==> src/oamd_pkg.sv <==
// shared types and constants of the operand address mode decoder
package oamd_pkg;

   // ********************************
   // widths and counts
   // ********************************
   localparam int ADDR_W       = 16;
   localparam int DATA_W       = 8;
   localparam int MODE_COUNT   = 17;
   localparam int FAMILY_COUNT = 7;

   // ********************************
   // addressing modes and families
   // ********************************
   typedef enum logic [4:0] {
      AM_INH    = 5'h00,
      AM_IMM    = 5'h01,
      AM_DIR_S  = 5'h02,
      AM_DIR_L  = 5'h03,
      AM_IDX_0  = 5'h04,
      AM_IDX_S  = 5'h05,
      AM_IDX_L  = 5'h06,
      AM_IND_S  = 5'h07,
      AM_IND_L  = 5'h08,
      AM_IIX_S  = 5'h09,
      AM_IIX_L  = 5'h0a,
      AM_REL_D  = 5'h0b,
      AM_REL_I  = 5'h0c,
      AM_BIT_D  = 5'h0d,
      AM_BIT_I  = 5'h0e,
      AM_BITR_D = 5'h0f,
      AM_BITR_I = 5'h10
   } oamd_mode_t;

   typedef enum logic [2:0] {
      FAM_INHERENT  = 3'h0,
      FAM_IMMEDIATE = 3'h1,
      FAM_DIRECT    = 3'h2,
      FAM_INDEXED   = 3'h3,
      FAM_INDIRECT  = 3'h4,
      FAM_RELATIVE  = 3'h5,
      FAM_BIT       = 3'h6
   } oamd_family_t;

   typedef enum logic [2:0] {
      ST_IDLE = 3'h0,
      ST_OPR1 = 3'h1,
      ST_OPR2 = 3'h2,
      ST_PTR1 = 3'h3,
      ST_PTR2 = 3'h4,
      ST_DONE = 3'h5
   } oamd_state_t;

   typedef enum logic [1:0] {
      MASK_OP_NONE  = 2'h0,
      MASK_OP_SET   = 2'h1,
      MASK_OP_CLEAR = 2'h2
   } oamd_mask_op_t;

   // ********************************
   // values
   // ********************************
   localparam logic [1:0]  MASK_LVL_SET   = 2'h3;
   localparam logic [1:0]  MASK_LVL_CLEAR = 2'h0;
   localparam logic [1:0]  MASK_LVL_RST   = 2'h3;
   localparam logic [7:0]  PAGE_ZERO_HI   = 8'h00;
   localparam logic [2:0]  LEN_OPCODE     = 3'h1;
   localparam logic [15:0] STEP_ONE       = 16'h0001;
   localparam logic [15:0] STEP_TWO       = 16'h0002;

endpackage
==> src/oamd_decoder.sv <==
// operand address mode decoder top: fetch sequencer and address forming
// Contract
// [RULE_01] seventeen addressing modes grouped into seven families.
// [RULE_02] inherent instructions are one byte; nothing is fetched after opcode.
// [RULE_03] immediate is opcode plus one operand value byte.
// [RULE_04] short direct fetches one address byte, page zero only.
// [RULE_05] long direct fetches a two-byte address word.
// [RULE_06] indexed address is unsigned index plus mode offset.
// [RULE_07] indexed without offset fetches nothing; address is the index.
// [RULE_08] short indexed adds one offset byte, reaching up to 1fe.
// [RULE_09] long indexed adds index to a two-byte offset word.
// [RULE_10] short indirect reads a byte pointer from page zero.
// [RULE_11] long indirect forms read a word pointer via one byte.
// [RULE_12] indirect indexed adds index to pointer read from memory.
// [RULE_13] short indirect indexed reaches 00 to 1fe.
// [RULE_14] short forms take a page-zero base, indexed sums reach 1fe; long forms need more bytes.
// [RULE_15] read-modify-write instructions accept short forms only.
// [RULE_16] mask set raises level to 3, mask clear lowers to 0.
// [RULE_17] relative target adds signed 8-bit offset to program counter.
// [RULE_18] lower-address byte of a word is the high byte.
// [RULE_19] short indexed sums are nine bits wide, no wrap.
`timescale 1ns/1ps
module oamd_decoder (
   input  wire logic                   core_clk,
   input  wire logic                   srst,
   input  wire logic                   dec_start,
   input  wire oamd_pkg::oamd_mode_t   dec_mode,
   input  wire logic [15:0]            dec_pc,
   input  wire logic [7:0]             dec_index,
   input  wire logic                   dec_rmw,
   input  wire oamd_pkg::oamd_mask_op_t dec_mask_op,
   output logic                        dec_busy,
   output logic                        mem_rd_req,
   output logic [15:0]                 mem_rd_addr,
   input  wire logic [7:0]             mem_rd_data,
   input  wire logic                   mem_rd_ack,
   output logic                        dec_done,
   output logic                        dec_refused,
   output oamd_pkg::oamd_family_t      dec_family,
   output logic [15:0]                 dec_ea,
   output logic [7:0]                  dec_imm,
   output logic [2:0]                  dec_len,
   output logic                        dec_branch,
   output logic [15:0]                 dec_target,
   output logic [1:0]                  mask_level
);
   import oamd_pkg::*;

   // ********************************
   // declarations
   // ********************************
   oamd_state_t   state_r;
   oamd_state_t   state_nxt;
   oamd_mode_t    mode_r;
   oamd_mode_t    t_mode;
   oamd_family_t  t_fam;
   logic [1:0]    t_nb;
   logic          t_ind;
   logic          t_ptrw;
   logic          t_idx;
   logic          t_rel;
   logic          t_bitrel;
   logic          t_imm;
   logic          t_long;
   logic [15:0]   pc_r;
   logic [7:0]    index_r;
   logic          refuse_r;
   logic [7:0]    b1_r;
   logic [7:0]    b2_r;
   logic [7:0]    p1_r;
   logic [7:0]    p2_r;
   logic [15:0]   addr_r;
   logic [15:0]   addr_nxt;
   logic          start_ok;
   logic          rd_take;
   logic [15:0]   base;
   logic [7:0]    offset;
   logic [2:0]    len;
   logic [15:0]   sum_ea;
   logic [15:0]   sum_target;
   logic          done_r;
   logic          refused_r;
   oamd_family_t  family_r;
   logic [15:0]   ea_r;
   logic [7:0]    imm_r;
   logic [2:0]    len_r;
   logic          branch_r;
   logic [15:0]   target_r;
   logic [1:0]    mask_level_r;

   // ********************************
   // handshakes
   // ********************************
   assign dec_busy   = (state_r != ST_IDLE);
   assign start_ok   = dec_start && (state_r == ST_IDLE);
   assign mem_rd_req = (state_r == ST_OPR1) || (state_r == ST_OPR2) ||
                       (state_r == ST_PTR1) || (state_r == ST_PTR2);
   assign rd_take    = mem_rd_req && mem_rd_ack;
   assign mem_rd_addr = addr_r;

   // ********************************
   // mode properties
   // ********************************
   assign t_mode = (state_r == ST_IDLE) ? dec_mode : mode_r;

   oamd_mode_table u_table (
      .mode      (t_mode),
      .fam       (t_fam),
      .nb        (t_nb),
      .ind       (t_ind),
      .ptrw      (t_ptrw),
      .idx       (t_idx),
      .rel       (t_rel),
      .bitrel    (t_bitrel),
      .imm       (t_imm),
      .long_form (t_long)
   );

   // ********************************
   // fetch sequencer
   // ********************************
   always_comb begin
      state_nxt = state_r;
      addr_nxt  = addr_r;
      case (state_r)
         ST_IDLE: begin
            if (start_ok) begin
               // [RULE_15] long form refused for rmw
               if ((dec_rmw && t_long) || (t_nb == 2'h0)) begin
                  state_nxt = ST_DONE;
               end else begin
                  state_nxt = ST_OPR1;
                  addr_nxt  = dec_pc + STEP_ONE;
               end
            end
         end
         ST_OPR1: begin
            if (rd_take) begin
               // [RULE_10] pointer lives in page zero
               if (t_ind) begin
                  state_nxt = ST_PTR1;
                  addr_nxt  = {PAGE_ZERO_HI, mem_rd_data};
               end else if (t_nb == 2'h2) begin
                  state_nxt = ST_OPR2;
                  addr_nxt  = pc_r + STEP_TWO;
               end else begin
                  state_nxt = ST_DONE;
               end
            end
         end
         ST_PTR1: begin
            if (rd_take) begin
               // [RULE_11] word pointer needs second read
               if (t_ptrw) begin
                  state_nxt = ST_PTR2;
                  addr_nxt  = addr_r + STEP_ONE;
               end else if (t_bitrel) begin
                  state_nxt = ST_OPR2;
                  addr_nxt  = pc_r + STEP_TWO;
               end else begin
                  state_nxt = ST_DONE;
               end
            end
         end
         ST_OPR2, ST_PTR2: begin
            if (rd_take) begin
               state_nxt = ST_DONE;
            end
         end
         ST_DONE: state_nxt = ST_IDLE;
         default: state_nxt = ST_IDLE;
      endcase
   end

   always_ff @(posedge core_clk) begin
      if (srst) begin
         state_r <= ST_IDLE;
         addr_r  <= 16'h0000;
      end else begin
         state_r <= state_nxt;
         addr_r  <= addr_nxt;
      end
   end

   // ********************************
   // instruction context
   // ********************************
   always_ff @(posedge core_clk) begin
      if (srst) begin
         mode_r   <= AM_INH;
         pc_r     <= 16'h0000;
         index_r  <= 8'h00;
         refuse_r <= 1'b0;
      end else if (start_ok) begin
         mode_r   <= dec_mode;
         pc_r     <= dec_pc;
         index_r  <= dec_index;
         refuse_r <= dec_rmw && t_long;
      end
   end

   // ********************************
   // fetched bytes
   // ********************************
   always_ff @(posedge core_clk) begin
      if (srst || start_ok) begin
         b1_r <= 8'h00;
         b2_r <= 8'h00;
         p1_r <= 8'h00;
         p2_r <= 8'h00;
      end else if (rd_take) begin
         if (state_r == ST_OPR1) b1_r <= mem_rd_data;
         if (state_r == ST_OPR2) b2_r <= mem_rd_data;
         if (state_r == ST_PTR1) p1_r <= mem_rd_data;
         if (state_r == ST_PTR2) p2_r <= mem_rd_data;
      end
   end

   // ********************************
   // address forming
   // ********************************
   // [RULE_18] first byte is high byte
   always_comb begin
      if (t_ind) begin
         base = t_ptrw ? {p1_r, p2_r} : {PAGE_ZERO_HI, p1_r};
      end else if ((t_nb == 2'h2) && !t_bitrel) begin
         base = {b1_r, b2_r};
      end else begin
         // [RULE_14] short forms in page zero
         base = {PAGE_ZERO_HI, b1_r};
      end
   end

   assign offset = t_bitrel ? b2_r : (t_ind ? p1_r : b1_r);
   assign len    = LEN_OPCODE + {1'b0, t_nb};

   oamd_ea_adder u_adder (
      .base   (base),
      .index  (index_r),
      .idx_en (t_idx),
      .pc     (pc_r),
      .len    (len),
      .offset (offset),
      .ea     (sum_ea),
      .target (sum_target)
   );

   // ********************************
   // result registers
   // ********************************
   always_ff @(posedge core_clk) begin
      if (srst) begin
         done_r    <= 1'b0;
         refused_r <= 1'b0;
         family_r  <= FAM_INHERENT;
         ea_r      <= 16'h0000;
         imm_r     <= 8'h00;
         len_r     <= LEN_OPCODE;
         branch_r  <= 1'b0;
         target_r  <= 16'h0000;
      end else begin
         done_r <= (state_r == ST_DONE);
         if (state_r == ST_DONE) begin
            refused_r <= refuse_r;
            family_r  <= t_fam;
            ea_r      <= refuse_r ? 16'h0000 : sum_ea;
            imm_r     <= t_imm ? b1_r : 8'h00;
            len_r     <= len;
            branch_r  <= !refuse_r && (t_rel || t_bitrel);
            target_r  <= sum_target;
         end
      end
   end

   assign dec_done    = done_r;
   assign dec_refused = refused_r;
   assign dec_family  = family_r;
   assign dec_ea      = ea_r;
   assign dec_imm     = imm_r;
   assign dec_len     = len_r;
   assign dec_branch  = branch_r;
   assign dec_target  = target_r;

   // ********************************
   // interrupt mask level
   // ********************************
   // [RULE_16] set and clear on inherent start
   always_ff @(posedge core_clk) begin
      if (srst) begin
         mask_level_r <= MASK_LVL_RST;
      end else if (start_ok && (dec_mode == AM_INH)) begin
         if (dec_mask_op == MASK_OP_SET) mask_level_r <= MASK_LVL_SET;
         else if (dec_mask_op == MASK_OP_CLEAR) mask_level_r <= MASK_LVL_CLEAR;
      end
   end

   assign mask_level = mask_level_r;
endmodule // oamd_decoder

==> src/oamd_ea_adder.sv <==
// effective address and branch target arithmetic
`timescale 1ns/1ps
module oamd_ea_adder (
   input  wire logic [15:0] base,
   input  wire logic [7:0]  index,
   input  wire logic        idx_en,
   input  wire logic [15:0] pc,
   input  wire logic [2:0]  len,
   input  wire logic [7:0]  offset,
   output logic      [15:0] ea,
   output logic      [15:0] target
);
   import oamd_pkg::*;

   logic [7:0] index_sel;

   // [RULE_06] unsigned index add
   // [RULE_12] pointer plus index
   assign index_sel = idx_en ? index : 8'h00;
   // [RULE_19] carry into bit 8 kept
   assign ea = base + {8'h00, index_sel};

   // [RULE_17] signed offset from next pc
   assign target = pc + {13'h0000, len} + {{8{offset[7]}}, offset};

endmodule // oamd_ea_adder

==> src/oamd_mode_table.sv <==
// per-mode properties of the operand addressing modes
`timescale 1ns/1ps
module oamd_mode_table (
   input  wire oamd_pkg::oamd_mode_t   mode,
   output oamd_pkg::oamd_family_t      fam,
   output logic [1:0]                  nb,
   output logic                        ind,
   output logic                        ptrw,
   output logic                        idx,
   output logic                        rel,
   output logic                        bitrel,
   output logic                        imm,
   output logic                        long_form
);
   import oamd_pkg::*;

   // [RULE_01] seventeen modes, seven families
   always_comb begin
      fam = FAM_INHERENT;
      {nb, ind, ptrw, idx, rel, bitrel, imm, long_form} = 9'h000;
      case (mode)
         AM_INH:    fam = FAM_INHERENT;
         AM_IMM:    begin fam = FAM_IMMEDIATE; nb = 2'h1; imm = 1'b1; end
         AM_DIR_S:  begin fam = FAM_DIRECT; nb = 2'h1; end
         AM_DIR_L:  begin fam = FAM_DIRECT; nb = 2'h2; long_form = 1'b1; end
         AM_IDX_0:  begin fam = FAM_INDEXED; idx = 1'b1; end
         AM_IDX_S:  begin fam = FAM_INDEXED; nb = 2'h1; idx = 1'b1; end
         AM_IDX_L:  begin fam = FAM_INDEXED; nb = 2'h2; idx = 1'b1; long_form = 1'b1; end
         AM_IND_S:  begin fam = FAM_INDIRECT; nb = 2'h1; ind = 1'b1; end
         AM_IND_L:  begin fam = FAM_INDIRECT; nb = 2'h1; ind = 1'b1; ptrw = 1'b1; long_form = 1'b1; end
         AM_IIX_S:  begin fam = FAM_INDIRECT; nb = 2'h1; ind = 1'b1; idx = 1'b1; end
         AM_IIX_L:  begin
            fam = FAM_INDIRECT; nb = 2'h1; ind = 1'b1; ptrw = 1'b1; idx = 1'b1; long_form = 1'b1;
         end
         AM_REL_D:  begin fam = FAM_RELATIVE; nb = 2'h1; rel = 1'b1; end
         AM_REL_I:  begin fam = FAM_RELATIVE; nb = 2'h1; ind = 1'b1; rel = 1'b1; end
         AM_BIT_D:  begin fam = FAM_BIT; nb = 2'h1; end
         AM_BIT_I:  begin fam = FAM_BIT; nb = 2'h1; ind = 1'b1; end
         AM_BITR_D: begin fam = FAM_BIT; nb = 2'h2; bitrel = 1'b1; end
         AM_BITR_I: begin fam = FAM_BIT; nb = 2'h2; ind = 1'b1; bitrel = 1'b1; end
         default:   fam = FAM_INHERENT;
      endcase
   end

endmodule // oamd_mode_table

==> config.mk <==
export PLATFORM = sky130hd
export DESIGN_NAME = oamd_decoder
export DESIGN_NICKNAME = d
export VERILOG_FILES = /design/src/oamd_pkg.sv /design/src/oamd_decoder.sv /design/src/oamd_ea_adder.sv /design/src/oamd_mode_table.sv
export SDC_FILE = /design/constraint.sdc
export NUM_CORES = 1
export LEC_CHECK = 0
export ABC_AREA = 1
export BUFFER_PORTS_ARGS = -buffer_cell sky130_fd_sc_hd__buf_2
export CAP_MARGIN = 20
export CORE_MARGIN = 3
export CORE_UTILIZATION = 45
export CTS_BUF_LIST = sky130_fd_sc_hd__clkbuf_4 sky130_fd_sc_hd__clkbuf_8
export DETAILED_ROUTE_END_ITERATION = 6
export RECOVER_POWER = 100
export SYNTH_ARGS = -nofsm -noshare
export SYNTH_HDL_FRONTEND = slang
export SYNTH_SLANG_ARGS = --single-unit
==> constraint.sdc <==
create_clock -name core_clk -period 7.8 [get_ports core_clk]
set_input_delay 0.39 -clock core_clk [delete_from_list [all_inputs] [get_ports core_clk]]
set_output_delay 0.39 -clock core_clk [all_outputs]
set_load 0.02 [all_outputs]
== Yosys cells after proc, flatten, opt, wreduce, memory -nomap -nowiden ==
Index checks and enable logic that the tools add are counted.

* $add $sub $neg: 7
* $mul: 0
* Divide/modulo/power cells: 0
* Magnitude comparators: 0
* Eq/ne operators: 31
* Shift-type cells: 0
* Mux-type cells: 39
* Bitwise logic cells: 0
* Reduce and logical (&&, ||, !) cells: 40

{| class="wikitable"
|+ Operators by type and width
! cell !! count
|-
| 16-bit two-way mux || 12
|-
| 16-bit case mux with 3 select lines || 1
|-
| 5-bit by 4-bit == test with 1-bit output (second input constant) || 8
|-
| 16-bit by 1-bit adder with 16-bit output (second input constant) || 2
|-
| 8-bit two-way mux || 4
|-
| 3-bit two-way mux || 9
|-
| 5-bit by 3-bit == test with 1-bit output (second input constant) || 4
|-
| 3-bit case mux with 6 select lines || 1
|-
| 16-bit adder || 1
|-
| 16-bit by 2-bit adder with 16-bit output (second input constant) || 1
|-
| 16-bit by 3-bit adder with 16-bit output || 1
|-
| 16-bit by 8-bit adder with 16-bit output || 1
|-
| 4-bit OR reduction || 4
|-
| 3-bit case mux with 4 select lines || 1
|-
| 11-bit OR reduction || 1
|-
| 5-bit by 2-bit == test with 1-bit output (second input constant) || 2
|-
| 2-bit != test (second input constant) || 5
|-
| 2-bit AND reduction || 5
|-
| 2-bit OR reduction || 5
|-
| 1-bit two-way mux || 7
|-
| 7-bit AND reduction || 1
|-
| 7-bit OR reduction || 1
|-
| 3-bit by 2-bit == test with 1-bit output (second input constant) || 2
|-
| 3-bit == test (second input constant) || 2
|-
| 22 further kinds || 36
|}

* Register bits after elaboration: 132
* Bits in latches: 0
* Bits in writable memories: 0
* Bits in read-only memories: 0
* Input port bits: 44
* Output and inout bits: 69
* Word-level logic and storage cells: 136
* Memories: 0

== Logic depth before layout (Yosys ltp) ==
Gate-level depths: netlist of the first run.

* Depth in word-level cells: 11
* Mapped depth: 32
* Gate-level depth less buffers: 29

== Hierarchy ==
From an unflattened synthesis of the first run, not the netlist that was laid out.

* Cells, all modules: 1401
* Area total of the unflattened synthesis: 8931.1 µm²

{| class="wikitable"
|+ By module, submodules not included
! module !! times used !! cells an instance !! area an instance (µm²) !! sequential area each (µm²)
|-
| oamd_decoder || 1 || 1008 || 6835.3 || 2622.5
|-
| oamd_ea_adder || 1 || 333 || 1841.8 || 0.0
|-
| oamd_mode_table || 1 || 60 || 254.0 || 0.0
|}

== Worst setup path after synthesis of the first run ==
Ideal clock, no wire load.

* Kind: register -> register
* Start point: register state_r[2]
* End point: register target_r[13] (netlist: dec_target[13])
* Setup time: 115 ps
* Arrival: 4478 ps
* Required time: 7685 ps
* Slack: 3207 ps
* Stages on the path, launching flop included: 30
* Path buffers: 5
* Period minus slack after synthesis: 4593 ps
* Path through: dfxtp_1 > buf_4 > inv_2 > nand2_4 > buf_6 > nand2_1 > o21ai_2 > nand2_1 > nand2_1 > nand2_1 > nor2_2 > buf_4 > buf_2 > buf_2 > nand2_1 > o211ai_1 > o21ai_0 > fa_1 > inv_1 > ha_1 > inv_1 > fa_1 > o21ai_0 > a21boi_0 > o21ai_0 > a31oi_1 > o21ai_0 > xor2_1 > o21ai_0 > inv_1

* Word-level cells in the longest chain between the ends: 8
* Elaborated cells on any way between the ends: 30
* Classes of those cells: add/sub: 3; eq/ne: 16; mux: 6; reduce/logical: 5

{| class="wikitable"
|+ Ends and longest elaborated chain
! what !! RTL line !! text
|-
| start, declared || oamd_decoder.sv:52 || <nowiki>oamd_state_t state_r;</nowiki>
|-
| start signal, assigned || oamd_decoder.sv:180 || <nowiki>state_r <= state_nxt;</nowiki>
|-
| 3-bit logical NOT || oamd_decoder.sv:104 || <nowiki>assign t_mode = (state_r == ST_IDLE) ? dec_mode : mode_r;</nowiki>
|-
| 5-bit two-way mux || oamd_decoder.sv:104 ||
|-
| 5-bit by 1-bit == test with 1-bit output (tied with other cells) || oamd_mode_table.sv:21 || <nowiki>case (mode)</nowiki>
|-
| 11-bit OR reduction (no line) (tied with other cells) || -- ||
|-
| 2-bit case mux with 2 select lines or 1-bit two-way mux (tied branches) || oamd_mode_table.sv:21 ||
|-
| 1-bit by 2-bit adder with 3-bit output or 8-bit two-way mux (tied branches) || oamd_decoder.sv:235, oamd_decoder.sv:234 ||
|-
| 16-bit by 3-bit adder with 16-bit output or 8-bit two-way mux (tied branches) || oamd_ea_adder.sv:24, oamd_decoder.sv:234 ||
|-
| 16-bit adder || oamd_ea_adder.sv:24 || <nowiki>assign target = pc + {13'h0000, len} + {{8{offset[7]}}, offset};</nowiki>
|-
| end signal, assigned || oamd_decoder.sv:270 || <nowiki>target_r <= sum_target;</nowiki>
|-
| end, declared || oamd_decoder.sv:88 || <nowiki>logic [15:0] target_r;</nowiki>
|}

Parallel ways exist; a longest one is shown, timed or not.
A chain may end at the register's enable or synchronous reset.

== Final worst setup path of the first run ==
* Start point: register state_r[1]
* End point: register ea_r[15] (netlist: dec_ea[15])

* Word-level cells in the longest chain between the ends: 11
* Elaborated cells on any way between the ends: 39
* Classes of those cells: add/sub: 1; eq/ne: 18; mux: 11; reduce/logical: 9

{| class="wikitable"
|+ Ends and longest elaborated chain
! what !! RTL line !! text
|-
| 3-bit logical NOT || oamd_decoder.sv:104 ||
|-
| 5-bit two-way mux || oamd_decoder.sv:104 ||
|-
| 5-bit by 1-bit == test with 1-bit output (tied with other cells) || oamd_mode_table.sv:21 ||
|-
| 11-bit OR reduction (no line) (tied with other cells) || -- ||
|-
| 2-bit case mux with 2 select lines or 1-bit two-way mux (tied branches) || oamd_mode_table.sv:21 ||
|-
| 2-bit == test or 1-bit logical NOT (tied branches) || oamd_decoder.sv:226 || <nowiki>end else if ((t_nb == 2'h2) && !t_bitrel) begin</nowiki>
|-
| 1-bit logical AND || oamd_decoder.sv:226 ||
|-
| 16-bit two-way mux || oamd_decoder.sv:226 ||
|-
| 16-bit two-way mux || oamd_decoder.sv:224 || <nowiki>if (t_ind) begin</nowiki>
|-
| 16-bit by 8-bit adder with 16-bit output || oamd_ea_adder.sv:21 || <nowiki>assign ea = base + {8'h00, index_sel};</nowiki>
|-
| 16-bit two-way mux || oamd_decoder.sv:266 || <nowiki>ea_r <= refuse_r ? 16'h0000 : sum_ea;</nowiki>
|-
| end signal, assigned || oamd_decoder.sv:266 ||
|-
| end, declared || oamd_decoder.sv:84 || <nowiki>logic [15:0] ea_r;</nowiki>
|}

Parallel ways exist; a longest one is shown, timed or not.

==> results by group, run 1 <==
Logic synthesis
  • Yosys warning total: 0
  • EDFF count, synth: 0
  • Post-synth top area share: approximately a third
  • Largest area contributor in the netlist: dfxtp_1
  • Count of state elements after synthesis: 131
  • FFs w/ async S/R, synth: 0%
  • Avg Inst Size Synth: just under 7 sq um
  • Register area share after synthesis: a little under a third
  • Post-synthesis cell count: approximately 1200
  • Synth cell count leaders: 220 x nand2_1, 173 x inv_1, 133 x o21ai_0, 131 x dfxtp_1, 122 x a21oi_1
  • Post-synth cell types: 47
  • Most used DFF post-synth: dfxtp_1
  • Net count after synthesis: 1331
  • Count leader, synth: nand2_1
  • Post-synthesis cell area: between 8000 and 9000 sq um
  • Top post-synthesis cells by area: dfxtp_1 31%, nand2_1 9.9%, o21ai_0 8.0%, inv_1 7.8%, a21oi_1 7.3%

Floorplanning
  • Initial Util: between 40% and 50%
  • Die area: 20190 sq um
  • Die outline height: 142.1 um
  • Io pins: 113
  • Die width: 142.1 um
  • # rows: 49
  • Core footprint: between 15000 and 20000 sq um

Detailed routing
  • DR WL/cell: about 16 um
  • First drt pass iteration count: 5
  • Initial DRC Count: 865
  • Drc violations: 0
  • Post-route ant nets: 0
  • Via-to-Cell Ratio: between 5 and 6
  • Total via count in the routed design: ~8400
  • Drt total wl: 25910 um

Layout
  • P&R area growth vs syn: 11.74%
  • Layout cells sized above 1: 7.721%
  • Design Area, Final: 9314 sq um
  • # diodes: 0
  • Nets: between 1000 and 1500
  • Fillcell total: a little under 2000

Worst setup path
  • CP arrival: 6.43 ns
  • Critical path data required time: 8.13 ns
  • CP max FO: 15
  • Critical Path Sink Type: flop
  • Startpoint Class: flop
  • Crit Path Category: reg2reg

Clocking
  • CTS root buffer: clkbuf_8
  • Maximum clock path buffer count: 2
  • Post-CTS Setup Bufs: 0
  • CTS tree: yes
  • CTS resizes: 0
  • Reg clk slew, reported paths: roughly 0.090 ns
  • Clk_lat worst skew: between 0.4 and 0.5 ns
  • H-tree levels: 4
  • Cts bufs inserted: 17
  • Clock sink count: 131
  • Cts hold-fix bufs: 0

Global routing
  • Pin count of the biggest net entering global routing: 50
  • First-pass GRT wire length: about 41000 um
  • GRT Util Overall: between 20% and 30%
  • Grt total ovfl: 0
  • Vias in the first global route: 7518
  • Initial antenna violation count: 0

Placed design
  • Place WS: around 2.6 ns
  • Placed instance area: approximately 9000 sq um
  • GP Congestion: between 0.9 and 1
  • DP HPWL: ~20000 um
  • IO Port Bufs: ~110

Flow run
  • Max cap viols: 1

Power and ir drop
  • Worst VDD drop: around 0.19 mV
  • PD cells: between 300 and 400 nW/um^2
  • PnR Total Power: 3.382 mW
  • Leakage: just over 4 nW

Status
  • Status: finished, violations left
  • Failing checks: capacitance limit, slew limit

STA
  • Fmax: roughly 160 MHz
  • Hold Vio Cnt, Final: 0
  • Max-slew headroom: -42.47%
  • Setup TNS: 0 ns
  • WHS: about 0.15 ns
  • Final Max Tran Viols: 50
  • Final worst-path cycle share: 78.31%
  • Setup Viol. Count Final: 0
  • Fin crit period: slightly above 6 ns
  • Worst Skew: ~0.022 ns
  • Worst-Margin Slew: roughly 2.1 ns
  • Setup ws final: about 1.7 ns
  • RSZ-0062 raised after global routing: no

Worst hold path
  • Worst hold path type: in2reg
## where the power goes
part | switching (mW) | total (mW) | internal, mW
clock | 0.309 | 0.633 | 0.324
sequential | 0.0991 | 0.884 | 0.785
combinational | 1.31 | 1.87 | 0.554
## critical path, stage by stage (launching register included)
cell	delay (ns)
dfxtp_1	0.34
nor2_1	0.43
nand2_1	0.53
nand2_1	0.20
o21ai_2	0.13
nor2_1	0.34
nor2_1	0.09
nor4_1	0.66
ha_1	0.39
inv_1	0.07
nor2_1	0.66
o21ai_0	0.15
o21ai_0	0.16
inv_1	0.11
ha_1	0.40
nand4_1	0.10
o21ai_0	0.33
nand2_1	0.09
nand2_1	0.07
nand3_1	0.09
nor2_1	0.30
nand3_1	0.14
nand3_1	0.12
a21oi_1	0.07
## cell families after synthesis
group	share of synthesized area, %
and+or+nand+nor	24.47
xor gates and xnor gates	3.467
buffers and inverters	10.60
AOI/OAI and AO/OA	22.50
adders and majority gates	7.505
DFF	31.46
## cell usage in the layout, fill, tap and decap left out, drive strengths merged, types with 2 or more instances in the layout
cell | Yosys | final
bufinv | 0 | 3
xnor2 | 5 | 5
inv | 177 | 182
buf | 9 | 47
o221ai | 4 | 4
a32oi | 4 | 4
a31oi | 4 | 4
o22ai | 18 | 18
clkinvlp | 0 | 3
xor2 | 28 | 28
nor3 | 19 | 19
nand2 | 230 | 230
o211ai | 21 | 21
nand4 | 11 | 11
nor2 | 124 | 124
clkinv | 3 | 6
or2 | 3 | 3
a211oi | 8 | 8
o21ai | 143 | 143
o2111ai | 2 | 2
clkbuf | 36 | 91
and2 | 2 | 2
dfxtp | 131 | 131
ha | 42 | 42
fa | 5 | 5
nand3 | 76 | 76
nor4 | 3 | 3
o21a | 2 | 2
o31ai | 3 | 3
a21oi | 122 | 122
## final cells by class
| cell class | count | area (sq um) | area share [%] |
|---|---|---|---|
| multi-input cells | 884 | 4788 | 51.41 |
| flip-flops and latches | 131 | 2623 | 28.16 |
| inverters | 180 | 680.7 | 7.308 |
| repair buffers | 120 | 519.2 | 5.575 |
| well taps | 229 | 286.5 | 3.076 |
| clock buffers | 18 | 241.5 | 2.593 |
| clock inverters | 14 | 175.2 | 1.881 |
## metrics by stage
| stage | instances | util [%] |
|---|---|---|
| global route | 1576 | 51.50 |
| finish | 1576 | 51.50 |
| global placement | 1544 | 50.01 |
| floorplan | 1240 | - |
| CTS | 1576 | 52.31 |
| detailed placement | 1544 | 50.01 |
## state kept, by name, indices dropped and copies added, names as in the netlist, 5 cells and up
name and count:
dec_ea 16, dec_target 16, mem_rd_addr 16, pc_r 16, b1_r 8, b2_r 8, dec_imm 8, index_r 8
p1_r 8, p2_r 8, mode_r 5
## worst paths after layout
kind              slack [ns]                       to  cells after the start                     from
setup / recovery        1.69  dec_ea[15]$_SDFFE_PP0P_                     23  state_r[1]$_SDFFE_PP0P_
hold / removal          0.15  index_r[1]$_SDFFE_PP0P_                      3             dec_index[1]
setup reg to reg        1.69  dec_ea[15]$_SDFFE_PP0P_                     23  state_r[1]$_SDFFE_PP0P_
hold reg to reg         0.46     p2_r[2]$_SDFFE_PP0P_                      2     p2_r[2]$_SDFFE_PP0P_
## metal layers
layer	part of all wire, %	wire (um)	track usage (%)
met4	1.3	335	5.909
met2	40	10360	35.13
met5	0	0	0
met1	52	13470	41.08
met3	6.7	1742	4.234
Note: power is estimated with default switching activity, not from simulation.
==> inputs of run 2 (changes only) <==
Settings changed: PLACE_DENSITY set to 0.67.
Clock period 7.8 ns to 5.3 ns, I/O delays scaled along.
==> results by group, run 2 (synthesized netlist as in run 1, its figures left out) <==
Status
  • Status: finished, violations left (unchanged)
  • Failing checks: capacitance limit, slew limit (unchanged)

Layout
  • # diodes: 0 (unchanged)
  • Layout cells sized above 1: 8.470% (was 7.721%)
  • P&R area growth vs syn: 12.28% (was 11.74%)
  • Highest-count cells in the layout ignoring fill and taps: 220 x nand2_1, 175 x inv_1, 133 x o21ai_0 (was 223 x nand2_1, 175 x inv_1, 136 x o21ai_0)
  • Nets: 1424 (was 1425)
  • Design Area, Final: 9359 sq um (was 9314 sq um)
  • Most common cell after layout, fill and taps aside: nand2_1 (unchanged)
  • Post-Layout Cell Count: 1575 (was 1576)

Placed design
  • Cell count after placement: 1543 (was 1544)
  • Placed instance area: 9037 sq um (was 9045 sq um)
  • GP Congestion: 0.9414 (was 0.9141)
  • DP HPWL: 19370 um (was 19450 um)
  • IO Port Bufs: 112 (unchanged)

Flow run
  • Max cap viols: 2 (was 1)

Worst setup path
  • Critical Path Sink Type: flop (unchanged)
  • Crit Path Category: reg2reg (unchanged)
  • Startpoint Class: flop (unchanged)
  • CP max FO: 28 (was 15)
  • CP arrival: 5.19 ns (was 6.43 ns)
  • Worst Reg2Reg Path Length in Cells: 15 (was 23)
  • Critical path data required time: 5.64 ns (was 8.13 ns)
  • RR Endpoint: mem_rd_addr[0]$_SDFFE_PP0P_ (was dec_ea[15]$_SDFFE_PP0P_)
  • Worst r2r src: state_r[2]$_SDFFE_PP0P_ (was state_r[1]$_SDFFE_PP0P_)
  • Reg2Reg Setup Slack: 0.44 ns (was 1.69 ns)

Clocking
  • Reg clk slew, reported paths: 0.09 ns (about the same)
  • Cts hold-fix bufs: 0 (unchanged)
  • Maximum clock path buffer count: 2 (unchanged)
  • Cts bufs inserted: 17 (unchanged)
  • Clock sink count: 131 (unchanged)
  • CTS tree: yes (unchanged)
  • CTS root buffer: clkbuf_8 (unchanged)
  • CTS resizes: 0 (unchanged)
  • Post-CTS Setup Bufs: 0 (unchanged)
  • Clk_lat worst skew: 0.47 ns (about the same)
  • H-tree levels: 4 (unchanged)

Global routing
  • First-pass GRT wire length: 40850 um (was 41190 um)
  • GRT Util Overall: 25.22% (was 25.57%)
  • Pin count of the biggest net entering global routing: 50 (unchanged)
  • Grt total ovfl: 0 (unchanged)
  • Initial antenna violation count: 0 (unchanged)
  • Vias in the first global route: 7767 (was 7518)

Worst hold path
  • Min-delay src: dec_index[1] (unchanged)
  • Hold Path Stages: 3 (unchanged)
  • Worst hold path type: in2reg (unchanged)
  • Hold Path Sink: index_r[1]$_SDFFE_PP0P_ (unchanged)

STA
  • Hold Vio Cnt, Final: 0 (unchanged)
  • Fin crit period: 4.856 ns (was 6.108 ns)
  • Final worst-path cycle share: 91.63% (was 78.31%)
  • Worst Skew: 0.01934 ns (was 0.02228 ns)
  • Max-slew headroom: -42.82% (was -42.47%)
  • Final Max Tran Viols: 61 (was 50)
  • Setup TNS: 0 ns (unchanged)
  • Worst-Margin Slew: 2.142 ns (was 2.137 ns)
  • RSZ-0062 raised after global routing: no (unchanged)
  • Fmax: 205.9 MHz (was 163.7 MHz)
  • Setup Viol. Count Final: 0 (unchanged)

Floorplanning
  • # rows: 49 (unchanged)
  • Core footprint: 18090 sq um (unchanged)
  • Die outline height: 142.1 um (unchanged)
  • Die width: 142.1 um (unchanged)
  • Io pins: 113 (unchanged)
  • Die area: 20190 sq um (unchanged)
  • Initial Util: 46.09% (unchanged)

Detailed routing
  • Initial DRC Count: 859 (was 865)
  • First drt pass iteration count: 5 (unchanged)
  • Post-route ant nets: 0 (unchanged)
  • DR WL/cell: 16.44 um (about the same)
  • Drc violations: 0 (unchanged)
  • Via-to-Cell Ratio: 5.451 (was 5.355)
  • Drt total wl: 25890 um (was 25910 um)
  • Total via count in the routed design: 8585 (was 8439)

Power and ir drop
  • PD cells: 538.1 nW/um^2 (was 363.1 nW/um^2)
  • PnR Total Power: 5.036 mW (was 3.382 mW)
  • Worst VDD drop: 0.2295 mV (was 0.1867 mV)
  • Leakage: 4.100 nW (was 4.089 nW)
-- run 2: cell count changes in the layout (fill, tap and decap cells not counted), sizes merged --
cell / previous run / this run
buf: 47 / 49
clkbuf: 91 / 87
clkinv: 6 / 4
inv: 182 / 185
-- run 2: metal layers --
layer / wire [um] / up-vias / global-route usage, %
li1: - / 4317 / -
met1: 13250 / 3948 / 38.47
met2: 10670 / 286 / 36.82
met3: 1523 / 34 / 3.058
met4: 444 / 0 / 8.030
met5: 0 / - / 0
-- run 2: worst max-delay path: stages, from the launching register on --
cell and delay [ns]:
dfxtp_2 0.40, inv_1 0.16, nand2_4 0.23, nand2_1 0.08, nand2_1 0.16, inv_2 0.08
nor2_4 0.15, nand2_4 0.26, clkinvlp_4 0.48, nor2_1 0.07, inv_1 0.24, nor2_2 0.07
nor4_1 1.59, nand2_4 0.43, o21ai_1 0.25, nor2_1 0.06
-- run 2: final cells by class --
class | instances | area (sq um)
Clock inverter | 15 | 192.7
Multi-Input combinational cell | 884 | 4822
Sequential cell | 131 | 2624
Inverter | 180 | 679.4
Fill cell | 1946 | 8727
Tap cell | 229 | 286.5
Clock buffer | 17 | 234.0
Timing Repair Buffer | 119 | 520.5
-- run 2: stage by stage --
stage	hold slack (ns)	worst slack (ns)	utilization, %
floorplan	0.4037	0.7069	-
global placement	0.4331	0.4937	49.97
detailed placement	0.4374	0.3894	49.97
CTS	0.01971	0.3824	52.33
global route	0.03821	0.02321	51.75
finish	0.02372	0.4435	51.75
-- run 2: how the worst max path moves through the flow --
stage                                  endpoint  depth (start not counted)  slack [ns]                     from
finish              mem_rd_addr[0]$_SDFFE_PP0P_                         15        0.44  state_r[2]$_SDFFE_PP0P_
global route        dec_target[13]$_SDFFE_PP0P_                         23        0.02  state_r[1]$_SDFFE_PP0P_
CTS                 dec_target[13]$_SDFFE_PP0P_                         22        0.38  state_r[1]$_SDFFE_PP0P_
detailed placement  dec_target[13]$_SDFFE_PP0P_                         22        0.39  state_r[1]$_SDFFE_PP0P_
global placement    dec_target[13]$_SDFFE_PP0P_                         23        0.49  state_r[2]$_SDFFE_PP0P_
floorplan           dec_target[13]$_SDFFE_PP0P_                         29        0.71  state_r[2]$_SDFFE_PP0P_
-- run 2: report_power, final --
part / internal, mW / switching, mW
clock: 0.478 / 0.466
sequential: 1.16 / 0.149
combinational: 0.843 / 1.94
==> inputs of run 3 (changes only) <==
Settings changed: PLACE_DENSITY 0.67 to unset.
Clock period 5.3 ns to 5.6 ns, I/O delays scaled along.
==> results by group, run 3 (synthesized netlist as in run 1, its figures left out) <==
Worst hold path
  • Hold Path Stages: 3 (unchanged)
  • Hold Path Sink: index_r[2]$_SDFFE_PP0P_ (was index_r[1]$_SDFFE_PP0P_)
  • Worst hold path type: in2reg (unchanged)
  • Min-delay src: dec_index[2] (was dec_index[1])

Worst setup path
  • RR Endpoint: dec_target[13]$_SDFFE_PP0P_ (was mem_rd_addr[0]$_SDFFE_PP0P_)
  • Startpoint Class: flop (unchanged)
  • Crit path buffers/inverters: 5 (was 4)
  • Worst-path cell chain: inv_2 > nand2_4 > nand2_1 > nand2_1 > nand2_1 > nor2_2 > nand2_1 > nand2_4 > inv_1 > o21ai_0 > fa_1 > inv_1 > ha_1 > inv_1 > fa_1 > o21ai_0 > a21boi_0 > o21ai_0 > a31oi_1 > o21ai_0 > xor2_1 > o21ai_0 > inv_1 (was inv_1 > nand2_4 > nand2_1 > nand2_1 > inv_2 > nor2_4 > nand2_4 > clkinvlp_4 > nor2_1 > inv_1 > nor2_2 > nor4_1 > nand2_4 > o21ai_1 > nor2_1)
  • Top cell by count, worst path: o21ai_0 (was nand2_4)
  • Worst r2r src: state_r[2]$_SDFFE_PP0P_ (unchanged)
  • Crit-path max cell delay: 0.50 ns (was 1.59 ns)
  • Reg2Reg Setup Slack: 0.54 ns (was 0.44 ns)
  • Critical path data required time: 5.94 ns (was 5.64 ns)
  • Critical Path Sink Type: flop (unchanged)
  • Crit Path Category: reg2reg (unchanged)
  • CP max FO: 16 (was 28)
  • Worst Reg2Reg Path Length in Cells: 23 (was 15)
  • CP arrival: 5.40 ns (was 5.19 ns)
  • CP delay by family, top: compound AO/OA/AOI/OAI gates (was simple AND/OR/NAND/NOR gates)
  • Slowest CP cell: fa_1 (was nor4_1)

Layout
  • Post-Layout Cell Count: 1574 (was 1575)
  • # diodes: 0 (unchanged)
  • Fillcell total: 1927 (was 1946)
  • P&R area growth vs syn: 11.54% (was 12.28%)
  • Nets: 1424 (unchanged)
  • Post-layout util: 51.41% (was 51.75%)
  • Most common cell after layout, fill and taps aside: nand2_1 (unchanged)
  • Design Area, Final: 9298 sq um (was 9359 sq um)
  • Highest-count cells in the layout ignoring fill and taps: 222 x nand2_1, 174 x inv_1, 135 x o21ai_0 (was 220 x nand2_1, 175 x inv_1, 133 x o21ai_0)
  • Layout cells sized above 1: 8.030% (was 8.470%)

Clocking
  • Maximum clock path buffer count: 2 (unchanged)
  • Clk_lat worst skew: 0.45 ns (was 0.47 ns)
  • Clock sink count: 131 (unchanged)
  • Cts bufs inserted: 17 (unchanged)
  • CTS root buffer: clkbuf_8 (unchanged)
  • H-tree levels: 4 (unchanged)
  • Post-CTS Setup Bufs: 0 (unchanged)
  • Reg clk slew, reported paths: 0.09 ns (about the same)
  • CTS tree: yes (unchanged)

Global routing
  • Grt total ovfl: 0 (unchanged)
  • GRT Util Overall: 25.15% (was 25.22%)
  • Pin count of the biggest net entering global routing: 50 (unchanged)
  • Vias in the first global route: 7473 (was 7767)
  • Initial antenna violation count: 0 (unchanged)
  • First-pass GRT wire length: 40700 um (was 40850 um)

Power and ir drop
  • Leakage: 4.053 nW (was 4.100 nW)
  • Worst VDD drop: 0.2214 mV (was 0.2295 mV)
  • PD cells: 501.9 nW/um^2 (was 538.1 nW/um^2)
  • PnR Total Power: 4.666 mW (was 5.036 mW)

STA
  • Hold Vio Cnt, Final: 0 (unchanged)
  • Setup TNS: 0 ns (unchanged)
  • Fmax: 197.5 MHz (was 205.9 MHz)
  • Setup Viol. Count Final: 0 (unchanged)
  • WHS: 0.04786 ns (was 0.02372 ns)
  • Max-slew headroom: -46.05% (was -42.82%)
  • Worst-Margin Slew: 2.191 ns (was 2.142 ns)
  • Fin crit period: 5.064 ns (was 4.856 ns)
  • Final worst-path cycle share: 90.42% (was 91.63%)
  • Final Max Tran Viols: 50 (was 61)
  • Setup ws final: 0.5363 ns (was 0.4435 ns)
  • RSZ-0062 raised after global routing: no (unchanged)
  • Worst Skew: 0.01497 ns (was 0.01934 ns)

Floorplanning
  • Die area: 20190 sq um (unchanged)
  • Die width: 142.1 um (unchanged)
  • Initial Util: 46.09% (unchanged)
  • Die outline height: 142.1 um (unchanged)
  • Io pins: 113 (unchanged)
  • # rows: 49 (unchanged)
  • Core footprint: 18090 sq um (unchanged)

Status
  • Failing checks: capacitance limit, slew limit (unchanged)
  • Status: finished, violations left (unchanged)

Placed design
  • Place WS: 0.4173 ns (was 0.3894 ns)
  • Placed instance area: 9037 sq um (unchanged)
  • Cell count after placement: 1543 (unchanged)
  • DP HPWL: 19300 um (was 19370 um)
  • IO Port Bufs: 112 (unchanged)
  • GP Congestion: 0.8753 (was 0.9414)

Detailed routing
  • Via-to-Cell Ratio: 5.345 (was 5.451)
  • Drc violations: 0 (unchanged)
  • Drt total wl: 25610 um (was 25890 um)
  • Post-route ant nets: 0 (unchanged)
  • Total via count in the routed design: 8413 (was 8585)
  • Initial DRC Count: 727 (was 859)
  • DR WL/cell: 16.27 um (was 16.44 um)
  • First drt pass iteration count: 5 (unchanged)

Flow run
  • Max cap viols: 1 (was 2)
## run 3: how the worst max path moves through the flow
stage                                       start                           to  slack, ns  cells after the start
after floorplan           state_r[2]$_SDFFE_PP0P_  dec_target[13]$_SDFFE_PP0P_       1.01                     29
after global placement    state_r[2]$_SDFFE_PP0P_  dec_target[13]$_SDFFE_PP0P_       0.65                     23
after detailed placement  state_r[1]$_SDFFE_PP0P_  dec_target[13]$_SDFFE_PP0P_       0.42                     21
after CTS                 state_r[1]$_SDFFE_PP0P_  dec_target[13]$_SDFFE_PP0P_       0.41                     21
after global routing      state_r[1]$_SDFFE_PP0P_  dec_target[13]$_SDFFE_PP0P_       0.04                     24
final                     state_r[2]$_SDFFE_PP0P_  dec_target[13]$_SDFFE_PP0P_       0.54                     23
## run 3: layout make-up
| cell class | instances | area (sq um) | area share [%] |
|---|---|---|---|
| sequential | 131 | 2623 | 28.21 |
| inverter | 180 | 680.7 | 7.321 |
| timing repair buffer | 119 | 508.0 | 5.464 |
| tap | 229 | 286.5 | 3.082 |
| clock inverter | 12 | 135.1 | 1.453 |
| clock buffer | 19 | 255.2 | 2.745 |
| multi-input combinational | 884 | 4810 | 51.73 |
## run 3: what timing repair did
action	4_1_cts	5_1_grt
setup endpoints to repair	0	4
hold buffers	0	0
resized for setup	0	1
## run 3: metal layers
metal / GRT usage, % / routed length, um / part of all wire, %
met2: 35.85 / 10240 / 40
met1: 39.33 / 13360 / 52
met3: 5.007 / 1811 / 7.1
met5: 0 / 0 / 0
met4: 4.596 / 206 / 0.80
## run 3: where the power goes
part / total [mW] / switching, mW / leakage [nW] / internal (mW)
clock: 0.810 / 0.401 / 0.175 / 0.409
sequential: 1.23 / 0.140 / 1.06 / 1.09
combinational: 2.62 / 1.84 / 2.81 / 0.784
total: 4.67 / 2.38 / 4.05 / 2.29
## run 3: worst reg2reg max path, stage by stage (launching register included)
cell and delay [ns]:
dfxtp_1 0.48, inv_2 0.13, nand2_4 0.20, nand2_1 0.07, nand2_1 0.12, nand2_1 0.13, nor2_2 0.17, nand2_1 0.15
nand2_4 0.15, inv_1 0.21, o21ai_0 0.45, fa_1 0.50, inv_1 0.07, ha_1 0.16, inv_1 0.05, fa_1 0.39
o21ai_0 0.28, a21boi_0 0.22, o21ai_0 0.31, a31oi_1 0.17, o21ai_0 0.23, xor2_1 0.09, o21ai_0 0.14, inv_1 0.06
